--- src/rtl/ltdt_pkg.sv ---
// Constants shared by the bus transmit-control block
// Summary of operation
// - Low transmit input drives bus dominant
// - High or open input leaves bus recessive
// - Long dominant input forces driver recessive
// - Release time high clears time-out, re-enables
// - Disable setting lets long dominant pass
// - High-speed bit bypasses edge slope control
// - Pull-up only in active mode, transceiver enabled
// - Supply undervoltage suppresses transmission and switches
// - Power-up enters active, watchdog per divider pin
// - Regulator undervoltage asserts active-low reset output
// - Receive output mirrors bus, high when disabled
package ltdt_pkg;
  localparam int unsigned CLK_HZ                = 40_000_000;
  // Dominant time-out, microseconds
  localparam int unsigned DOMINANT_TIMEOUT_US   = 6_000;
  // Release time, microseconds
  localparam int unsigned TIMEOUT_RELEASE_US    = 10;
  // Regulator reset hold time, microseconds
  localparam int unsigned RESET_HOLD_US         = 4_000;
  localparam int unsigned DOM_CYCLES  = (DOMINANT_TIMEOUT_US * (CLK_HZ / 1_000_000));
  localparam int unsigned REL_CYCLES  = (TIMEOUT_RELEASE_US * (CLK_HZ / 1_000_000));
  localparam int unsigned HOLD_CYCLES = (RESET_HOLD_US * (CLK_HZ / 1_000_000));
  localparam int unsigned BUF_DEPTH   = 2;
  localparam logic        RECESSIVE   = 1'b1;
  localparam logic        DOMINANT    = 1'b0;

  typedef enum logic [2:0] {
    ST_IDLE    = 3'b001,
    ST_DRIVE   = 3'b010,
    ST_TIMEOUT = 3'b100
  } ltdt_state_type;
endpackage

--- src/rtl/ltdt_buf.sv ---
// Two-entry valid/ready buffer for transmit bit samples
`timescale 1ns/1ps
`default_nettype none
module ltdt_buf
  import ltdt_pkg::*;
#(
  parameter int unsigned WIDTH = 1
) (
  input  wire logic             clk,
  input  wire logic             rst,
  input  wire logic             in_valid,
  output logic                  in_ready,
  input  wire logic [WIDTH-1:0] in_data,
  output logic                  out_valid,
  input  wire logic             out_ready,
  output logic [WIDTH-1:0]      out_data
);
  logic [WIDTH-1:0] mem_q [BUF_DEPTH];
  logic             wr_q;
  logic             rd_q;
  logic [1:0]       cnt_q;
  logic             push;
  logic             pop;

  // Handshakes on each side
  assign push      = in_valid && in_ready;
  assign pop       = out_valid && out_ready;
  assign in_ready  = (cnt_q != 2'(BUF_DEPTH));
  assign out_valid = (cnt_q != 2'h0);
  assign out_data  = mem_q[rd_q];

  // Storage and pointers; stall on full keeps words
  always_ff @(posedge clk or posedge rst) begin
    if (rst) begin
      wr_q     <= 1'b0;
      rd_q     <= 1'b0;
      cnt_q    <= 2'h0;
      mem_q[0] <= '1;
      mem_q[1] <= '1;
    end else begin
      if (push) begin
        mem_q[wr_q] <= in_data;
        wr_q        <= ~wr_q;
      end
      if (pop) begin
        rd_q <= ~rd_q;
      end
      cnt_q <= 2'(cnt_q + {1'b0, push} - {1'b0, pop});
    end
  end
endmodule
`default_nettype wire

--- src/rtl/ltdt_ctrl.sv ---
// Transmit-side dominant time-out control of a single-wire bus transceiver
`timescale 1ns/1ps
`default_nettype none
module ltdt_ctrl
  import ltdt_pkg::*;
#(
  parameter int unsigned DOM_CNT  = DOM_CYCLES,
  parameter int unsigned REL_CNT  = REL_CYCLES,
  parameter int unsigned HOLD_CNT = HOLD_CYCLES
) (
  input  wire logic REF_CLK,
  input  wire logic RST,
  input  wire logic TX_DATA,
  input  wire logic TX_DATA_CONNECTED,
  input  wire logic BUS_LEVEL,
  input  wire logic TRANSCEIVER_ENABLE,
  input  wire logic TIMEOUT_DISABLE,
  input  wire logic HIGH_SPEED_SLOPE_BYPASS,
  input  wire logic SUPPLY_UNDERVOLTAGE,
  input  wire logic REGULATOR_UNDERVOLTAGE,
  input  wire logic DIVIDER_PIN,
  input  wire logic RX_READY,
  output logic      BUS_DRIVE_LOW,
  output logic      PULLUP_ON,
  output logic      SLOPE_CONTROL_ON,
  output logic      RX_DATA,
  output logic      RESET_OUT_LOW,
  output logic      RESET_OUT_LOW_OE,
  output logic      ACTIVE_MODE,
  output logic      WATCHDOG_ON,
  output logic      SWITCH_OUT_ENABLE,
  output logic      TX_STALL
);
  localparam int DW = $clog2(DOM_CNT + 1);
  localparam int RW = $clog2(REL_CNT + 1);
  localparam int HW = $clog2(HOLD_CNT + 1);
  // Last count at which the driver may still pull; the next edge releases it
  localparam int unsigned DOM_LAST = DOM_CNT - 1;

  ltdt_state_type state_q;
  ltdt_state_type state_d;
  logic [DW-1:0]  dom_q;
  logic [RW-1:0]  rel_q;
  logic [HW-1:0]  hold_q;
  logic           tx_s1_q;
  logic           tx_s2_q;
  logic           active_q;
  logic           tx_eff;
  logic           buf_in_ready;
  logic           buf_out_valid;
  logic           buf_out_data;
  logic           tx_bit;
  logic           allowed;

  // Level decode shared by the state machine and both counters
  function automatic logic is_dominant(input logic lvl);
    return (lvl == DOMINANT);
  endfunction

  // Open input reads high, like an internal pull-up
  assign tx_eff = TX_DATA_CONNECTED ? TX_DATA : RECESSIVE;

  // Two-stage synchroniser into the internal timebase
  // Only the second stage is read, so a metastable first stage stays local
  always_ff @(posedge REF_CLK or posedge RST) begin
    if (RST) begin
      tx_s1_q <= RECESSIVE;
      tx_s2_q <= RECESSIVE;
    end else begin
      tx_s1_q <= tx_eff;
      tx_s2_q <= tx_s1_q;
    end
  end

  // Sample buffer; the driver side drains only while RX_READY is high, otherwise the input stalls
  ltdt_buf #(
    .WIDTH (1)
  ) u_buf (
    .clk       (REF_CLK),
    .rst       (RST),
    .in_valid  (1'b1),
    .in_ready  (buf_in_ready),
    .in_data   (tx_s2_q),
    .out_valid (buf_out_valid),
    .out_ready (RX_READY),
    .out_data  (buf_out_data)
  );

  // An empty buffer is treated as recessive, the safe level
  assign tx_bit  = buf_out_valid ? buf_out_data : RECESSIVE;
  assign allowed = active_q && TRANSCEIVER_ENABLE && !SUPPLY_UNDERVOLTAGE;

  // Time-out state machine; a time-out is left only through a full
  // release, so a short high glitch cannot re-arm the driver
  always_comb begin
    state_d = state_q;
    unique case (state_q)
      ST_IDLE: begin
        if (is_dominant(tx_bit)) begin
          state_d = ST_DRIVE;
        end
      end
      ST_DRIVE: begin
        if (!is_dominant(tx_bit)) begin
          state_d = ST_IDLE;
        end else if (!TIMEOUT_DISABLE && (dom_q >= DW'(DOM_LAST))) begin
          state_d = ST_TIMEOUT;
        end
      end
      ST_TIMEOUT: begin
        if (rel_q >= RW'(REL_CNT)) begin
          state_d = ST_IDLE;
        end
      end
      default: begin
        state_d = ST_IDLE;
      end
    endcase
  end

  always_ff @(posedge REF_CLK or posedge RST) begin
    if (RST) begin
      state_q <= ST_IDLE;
    end else begin
      state_q <= state_d;
    end
  end

  // Dominant period counter, saturating
  // Saturation keeps a disabled time-out from wrapping and firing late
  always_ff @(posedge REF_CLK or posedge RST) begin
    if (RST) begin
      dom_q <= '0;
    end else if (state_q != ST_DRIVE || !is_dominant(tx_bit)) begin
      dom_q <= '0;
    end else if (dom_q < DW'(DOM_CNT)) begin
      dom_q <= DW'(dom_q + 1'b1);
    end
  end

  // Release counter; any low input restarts the wait
  always_ff @(posedge REF_CLK or posedge RST) begin
    if (RST) begin
      rel_q <= '0;
    end else if (state_q != ST_TIMEOUT || is_dominant(tx_bit)) begin
      rel_q <= '0;
    end else if (rel_q < RW'(REL_CNT)) begin
      rel_q <= RW'(rel_q + 1'b1);
    end
  end

  // Bus driver and pull-up; time-out wins over the input
  // Driver follows the next state so release costs no extra cycle
  always_ff @(posedge REF_CLK or posedge RST) begin
    if (RST) begin
      BUS_DRIVE_LOW <= 1'b0;
      PULLUP_ON     <= 1'b0;
    end else begin
      BUS_DRIVE_LOW <= allowed && (state_d == ST_DRIVE);
      PULLUP_ON     <= active_q && TRANSCEIVER_ENABLE;
    end
  end

  // Slope control and receive path
  // Receive output parks high while disabled, never a false dominant
  always_ff @(posedge REF_CLK or posedge RST) begin
    if (RST) begin
      SLOPE_CONTROL_ON <= 1'b1;
      RX_DATA          <= RECESSIVE;
      TX_STALL         <= 1'b0;
    end else begin
      SLOPE_CONTROL_ON <= !HIGH_SPEED_SLOPE_BYPASS;
      RX_DATA          <= TRANSCEIVER_ENABLE ? BUS_LEVEL : RECESSIVE;
      TX_STALL         <= !buf_in_ready;
    end
  end

  // Regulator undervoltage reset with hold time after recovery
  // Any dip restarts the hold, so a bouncing regulator keeps reset low
  always_ff @(posedge REF_CLK or posedge RST) begin
    if (RST) begin
      hold_q <= '0;
    end else if (REGULATOR_UNDERVOLTAGE) begin
      hold_q <= '0;
    end else if (hold_q < HW'(HOLD_CNT)) begin
      hold_q <= HW'(hold_q + 1'b1);
    end
  end

  always_ff @(posedge REF_CLK or posedge RST) begin
    if (RST) begin
      RESET_OUT_LOW    <= 1'b0;
      RESET_OUT_LOW_OE <= 1'b1;
    end else begin
      RESET_OUT_LOW    <= 1'b0;
      RESET_OUT_LOW_OE <= REGULATOR_UNDERVOLTAGE || (hold_q < HW'(HOLD_CNT));
    end
  end

  // Power-up: active mode; divider pin strap followed while reset is low
  // The last value seen before the reset pin releases is the one kept
  always_ff @(posedge REF_CLK or posedge RST) begin
    if (RST) begin
      active_q    <= 1'b0;
      WATCHDOG_ON <= 1'b0;
    end else begin
      active_q <= 1'b1;
      if (RESET_OUT_LOW_OE) begin
        WATCHDOG_ON <= !DIVIDER_PIN;
      end
    end
  end

  // Mode and switch-interface outputs
  always_ff @(posedge REF_CLK or posedge RST) begin
    if (RST) begin
      ACTIVE_MODE       <= 1'b0;
      SWITCH_OUT_ENABLE <= 1'b0;
    end else begin
      ACTIVE_MODE       <= active_q;
      SWITCH_OUT_ENABLE <= active_q && !SUPPLY_UNDERVOLTAGE;
    end
  end
endmodule
`default_nettype wire

--- config.mk ---
export PLATFORM = sky130hd
export DESIGN_NAME = ltdt_ctrl
export DESIGN_NICKNAME = d
export VERILOG_FILES = /design/src/rtl/ltdt_pkg.sv /design/src/rtl/ltdt_buf.sv /design/src/rtl/ltdt_ctrl.sv
export SDC_FILE = /design/constraint.sdc
export NUM_CORES = 1
export LEC_CHECK = 0
export BUFFER_PORTS_ARGS = -buffer_cell sky130_fd_sc_hd__buf_2
export CAP_MARGIN = 25
export CORE_MARGIN = 3
export CORE_UTILIZATION = 54
export DETAILED_ROUTE_END_ITERATION = 10
export HOLD_SLACK_MARGIN = 0.1
export PLACE_DENSITY = 0.72
export RECOVER_POWER = 50
export SETUP_SLACK_MARGIN = 0.4
export SLEW_MARGIN = 20
export SYNTH_ARGS = -nofsm -noshare
export SYNTH_HDL_FRONTEND = slang
export SYNTH_SLANG_ARGS = --single-unit
--- constraint.sdc ---
create_clock -name REF_CLK -period 2.2 [get_ports REF_CLK]
set_input_delay 0 -clock REF_CLK [delete_from_list [all_inputs] [get_ports REF_CLK]]
set_output_delay 0 -clock REF_CLK [all_outputs]
set_load 0.1 [all_outputs]
**After elaboration in Yosys (flattened, before gate mapping)**

Index checks and enable logic that the tools add are counted.

- Logic and storage cells: 85
- Register bits: 66

- Reductions and logical operators: 19
- $add $sub $neg: 5
- Eq/ne operators: 7
- Bitwise gates (word level): 5
- $lt $le $gt $ge: 8
- Muxes and demuxes: 20

Operators by type and width:

| cell | count |
|---|---|
| 2-to-1 mux 18 bit | 4 |
| adder 18 x 1 -> 18 bit, second input constant | 2 |
| < comparator 18 bit, second input constant | 2 |
| >= comparator 18 bit, second input constant | 1 |
| 2-to-1 mux 9 bit | 2 |
| 2-to-1 mux 3 bit | 4 |
| adder 9 x 1 -> 9 bit, second input constant | 1 |
| >= comparator 9 bit, second input constant | 1 |
| < comparator 9 bit, second input constant | 1 |
| one-hot mux 3 bit (3 select lines) | 1 |
| nonzero test 2 bit | 4 |
| logical AND 1 bit | 7 |
| 2-to-1 mux 1 bit | 7 |
| == test 3 x 2 -> 1 bit, second input constant | 2 |
| zero test 1 bit | 5 |
| >= comparator 2 bit, second input constant | 2 |
| inverter 1 -> 2 bit | 2 |
| == test 3 x 1 -> 1 bit, second input constant | 1 |
| == test 3 bit, second input constant | 1 |
| logical OR 1 bit | 3 |
| inequality test 3 x 2 -> 1 bit, second input constant | 1 |
| inequality test 3 bit, second input constant | 1 |
| inverter 1 bit | 3 |
| adder 2 x 1 -> 2 bit | 1 |
| other kinds (5) | 5 |

**Longest topological paths before layout**

- Depth after elaboration: 9
- Depth in mapped cells: 7

**Modules after synthesis**

Synthesis repeated with hierarchy kept, for this count alone.

- Cells, all modules: 298
- Area, all modules: 3151.8 um^2

Modules (own cells, without submodules):

| module | cells each | instances | area an instance (um^2) | sequential area each (um^2) |
|---|---|---|---|---|
| ltdt_ctrl | 275 | 1 | 2855.2 | 1508.9 |
| ltdt_buf | 23 | 1 | 296.5 | 152.6 |

**Least setup slack after synthesis**

OpenSTA, ideal clock, no wires.

- Path kind: register to register
- Start point: reg hold_q[11]
- End point: reg hold_q[11]
- Library setup time: 128 ps
- Stages on the path, launching flop included: 5
- Data arrival time: 1482 ps
- Path slack: 590 ps
- Path through: dfrtp_1 nor4_2 o211ai_2 a21oi_1 mux2_1

- Cells in the longest elaborated chain, start to end: 3
- Elaborated cells on any way between the ends: 5
- Those cells by class: add/sub: 1; order compare: 1; mux: 2; reduce/logical: 1

Ends and longest elaborated chain:

| what | RTL line | text |
|---|---|---|
| from (decl) | ltdt_ctrl.sv:44 | `logic [HW-1:0] hold_q;` |
| from (signal assigned) | ltdt_ctrl.sv:186 | `hold_q <= HW'(hold_q + 1'b1);` |
| adder 18 x 1 -> 18 bit | ltdt_ctrl.sv:186 |  |
| 2-to-1 mux 18 bit | ltdt_ctrl.sv:185 | `end else if (hold_q < HW'(HOLD_CNT)) begin` |
| 2-to-1 mux 18 bit | ltdt_ctrl.sv:183 | `end else if (REGULATOR_UNDERVOLTAGE) begin` |

Several ways; a longest one is shown, not always the timed one. The select of a mux whose other input is x is not followed.
A chain may end at the register's enable or synchronous reset.

**Worst setup path after layout**

- Start point: reg hold_q[9]
- End point: reg hold_q[2]

- Cells in the longest elaborated chain, start to end: 2

Ends and longest elaborated chain:

| what | RTL line |
|---|---|
| < comparator 18 bit | ltdt_ctrl.sv:185 |
| nonzero test 2 bit (no line) | -- |

Every way passes these cells.

==> results.cfg <==
[sta]
clock_skew_ns = 0.00755
hold_viol_final = 0
holdWs_ns = 0.148
finalCritPeriodShare_pct = 79.8
fmax_ghz = 0.570
drv_slew = 0
slew_headroom_pct = 34.3
setup_viol_count_final = 0
worst_pin_slew_ns = 0.984
rsz0062_at_grt = yes
tns_ns = 0
fin_crit_ns = 1.76

[setup_path]
worstPathMaxFanout = 5
r2r_start = hold_q[9]
crit_required_ns = 2.42
crit_path_cell_trace = nor4_4 > buf_4 > o211ai_1 > a21boi_1 > mux2_1
cpMaxStageDelayCell = dfrtp_1
critPathBufInv = 1
slowest_delay_ns = 0.44
crit_family = flip-flops
critPathLaunchType = flip-flop
timing.rr.end = hold_q[2]
crit_cells = 5
arrival_ns = 1.98
end_kind = flip-flop
critical_path_class = flip-flop to flip-flop
ff2ff_setup_slack_ns = 0.44
ff2ff_path_depth = 5

[placement]
io_buffers = 20
placedCellCount = 441
gp_congestion = 0.788
hpwl_microns = 4530
place_area_sq_um = 3720

[cts]
cts_htree_levels = 3
path_clk_slew_ns = 0.07
tritoncts = built
cts_buffers = 9
root_buffer = clkbuf_8
worstSkewPairLatency_ns = 0.34
cts.path.max_buffers = 2
clock-sinks = 66

[floorplan]
die-area_sq_um = 7570
initial_utilization_pct = 57.8
dieWidth_microns = 87.0
die_h_microns = 87.0
coreArea_sq_um = 6130
num_io_pins = 22
rows = 28

[logic_synthesis]
synth_top_area_share_pct = 41.0
synth_edf_count = 0
synthTopCellsByArea = dfrtp_1 (41%), dfstp_2 (5.9%), mux2_1 (4.8%), mux2i_1 (4.0%), a21oi_1 (3.5%)
ys_top_cells_by_count = dfrtp_1 (58), nand2_1 (33), nor2_1 (31), a21oi_1 (25), nor2b_1 (18)
synthArstFlopShare_pct = 100
syn-cell-area_sq_um = 3540
synth_nets = 373
synthFlopType = dfrtp_1
synth_area_leader_cell = dfrtp_1
synth_cells = 355
netlist-cell-type-count = 52
ys.warnings.count = 0
synth.most_common_cell = dfrtp_1
syn_area_per_cell_sq_um = 9.98
yosysSeqAreaShare_pct = 46.9
synth-seq-cells = 66

[pwr]
power.internal_mw = 2.09
p_clk_share_pct = 33.9
fin_total_pwr_mw = 2.96
p_seq_share_pct = 47.6
power.share.combinational_pct = 18.6
power_density_nw_per_um2 = 722
power_leakage_nw = 1.67
sw_frac_of_total_pct = 29.5
netSwitchingPower_mw = 0.873
peakVddDrop_uv = 608

[run_status]
outcome = completed

[hold_path]
hold_depth = 3
hold_end = hold_q[3]
hp-class = input pin to flip-flop
hp-start = REGULATOR_UNDERVOLTAGE

[finish]
n_antenna_cell = 0
layout.nets = 410
finalNonFillerCells = 471
area_growth_pct = 15.6
drive_gt1_share_pct = 17.7
fin_area_sq_um = 4100
fillers = 471

[global_route]
grt_pass1_vias = 2615
grt_usage_pct = 19.8
antenna_found_initial = 0
gr-total-overflow = 0
grt_pass1_wl_microns = 12000
grt_max_degree = 41

[drt]
wl_microns = 6760
wl_per_cell_microns = 14.4
first_pass_iters = 4
drtIter0Drc = 80
vias_per_cell = 5.62
num_vias = 2647
drc_errors = 0
detail-route-antenna-nets = 0

[flow_run]
drv_cap = 0
worst max-delay path by stage:
| stage | startpoint | to | slack [ns] |
|---|---|---|---|
| floorplan | RST | ACTIVE_MODE | 0.56 |
| global placement | hold_q[11] | hold_q[8] | 0.45 |
| detailed placement | hold_q[11] | hold_q[12] | 0.36 |
| CTS | hold_q[0] | hold_q[12] | 0.38 |
| global route | RST | dom_q[7] | 0.24 |
| finish | hold_q[9] | hold_q[2] | 0.44 |
per-layer routing:
layer / vias up / global-route usage (%) / wire length [microns]
li1: 1328 / - / -
met1: 1272 / 25.0 / 3040
met2: 42 / 34.0 / 3440
met3: 5 / 5.68 / 231
met4: 0 / 3.82 / 47
met5: - / 0 / 0
timing repair:
action / 4_1_cts / 5_1_grt
setup endpoints to repair: 12 / 21
gates resized for setup: 3 / 9
endpoints found under the hold margin: 36 / 0
hold buffers: 10 / 0
buffers inserted: 0 / 5
pin swaps: 0 / 4
cells by family after synthesis:
group,after synthesis,synth area share (%)
muxes,32,9.67
DFF,66,46.9
buffers and inverters,25,3.14
xor gates and xnor gates,11,2.72
AOI/OAI and AO/OA,61,12.0
and+or+nand+nor,152,23.3
other,2,0.212
adders and majority gates,6,2.12
worst min-delay path, delay by kind of cell:
kind / cells / cell delay, ns
AOI/OAI and AO/OA: 1 / 0.07
buffers and inverters: 2 / 0.37
stage by stage:
stage               utilization [%]  setup WS [ns]
finish                         66.8          0.444
floorplan                         -          0.558
detailed placement             60.7          0.357
CTS                            65.7          0.377
global route                   66.8          0.240
global placement               60.7          0.448
state kept, by name (all words and copies together), names as in the netlist:
name	count
RX_DATA	1
state_q	3
BUS_DRIVE_LOW	1
dom_q	18
SWITCH_OUT_ENABLE	1
hold_q	18
rel_q	9
WATCHDOG_ON	1
u_buf.wr_q	1
tx_s2_q	1
PULLUP_ON	1
u_buf.mem_q	2
RESET_OUT_LOW_OE	1
SLOPE_CONTROL_ON	1
ACTIVE_MODE	1
TX_STALL	1
u_buf.rd_q	1
u_buf.cnt_q	2
active_q	1
tx_s1_q	1
layout make-up:
type,instances,area (sq um),share of cell area [%]
Clock buffer,10,138,3.36
Timing Repair Buffer,39,267,6.51
Tap cell,75,93.8,2.29
Multi-Input combinational cell,264,1840,44.8
Inverter,12,45.0,1.10
Sequential cell,66,1660,40.6
Clock inverter,5,55.1,1.34
power groups by stage:
stage	registers (mW)	clock network, mW	logic (mW)
final	1.41	1.00	0.549
after global routing	1.42	1.09	0.617
after CTS	1.41	1.04	0.558
after detailed placement	1.43	0	0.539
after global placement	1.42	0	0.517
after floorplan	1.53	0	0.310
cell usage in the layout (no fill, tap or decap), types with 12 or more instances in the layout:
cell type  instances
a21oi_1           25
nand2b_1          14
dfrtp_1           57
inv_1             12
nor2_1            30
nand2_1           33
nand3_1           17
buf_2             19
mux2i_1           14
mux2_1            15
nor2b_1           18
Note: power is estimated with default switching activity, not from simulation.
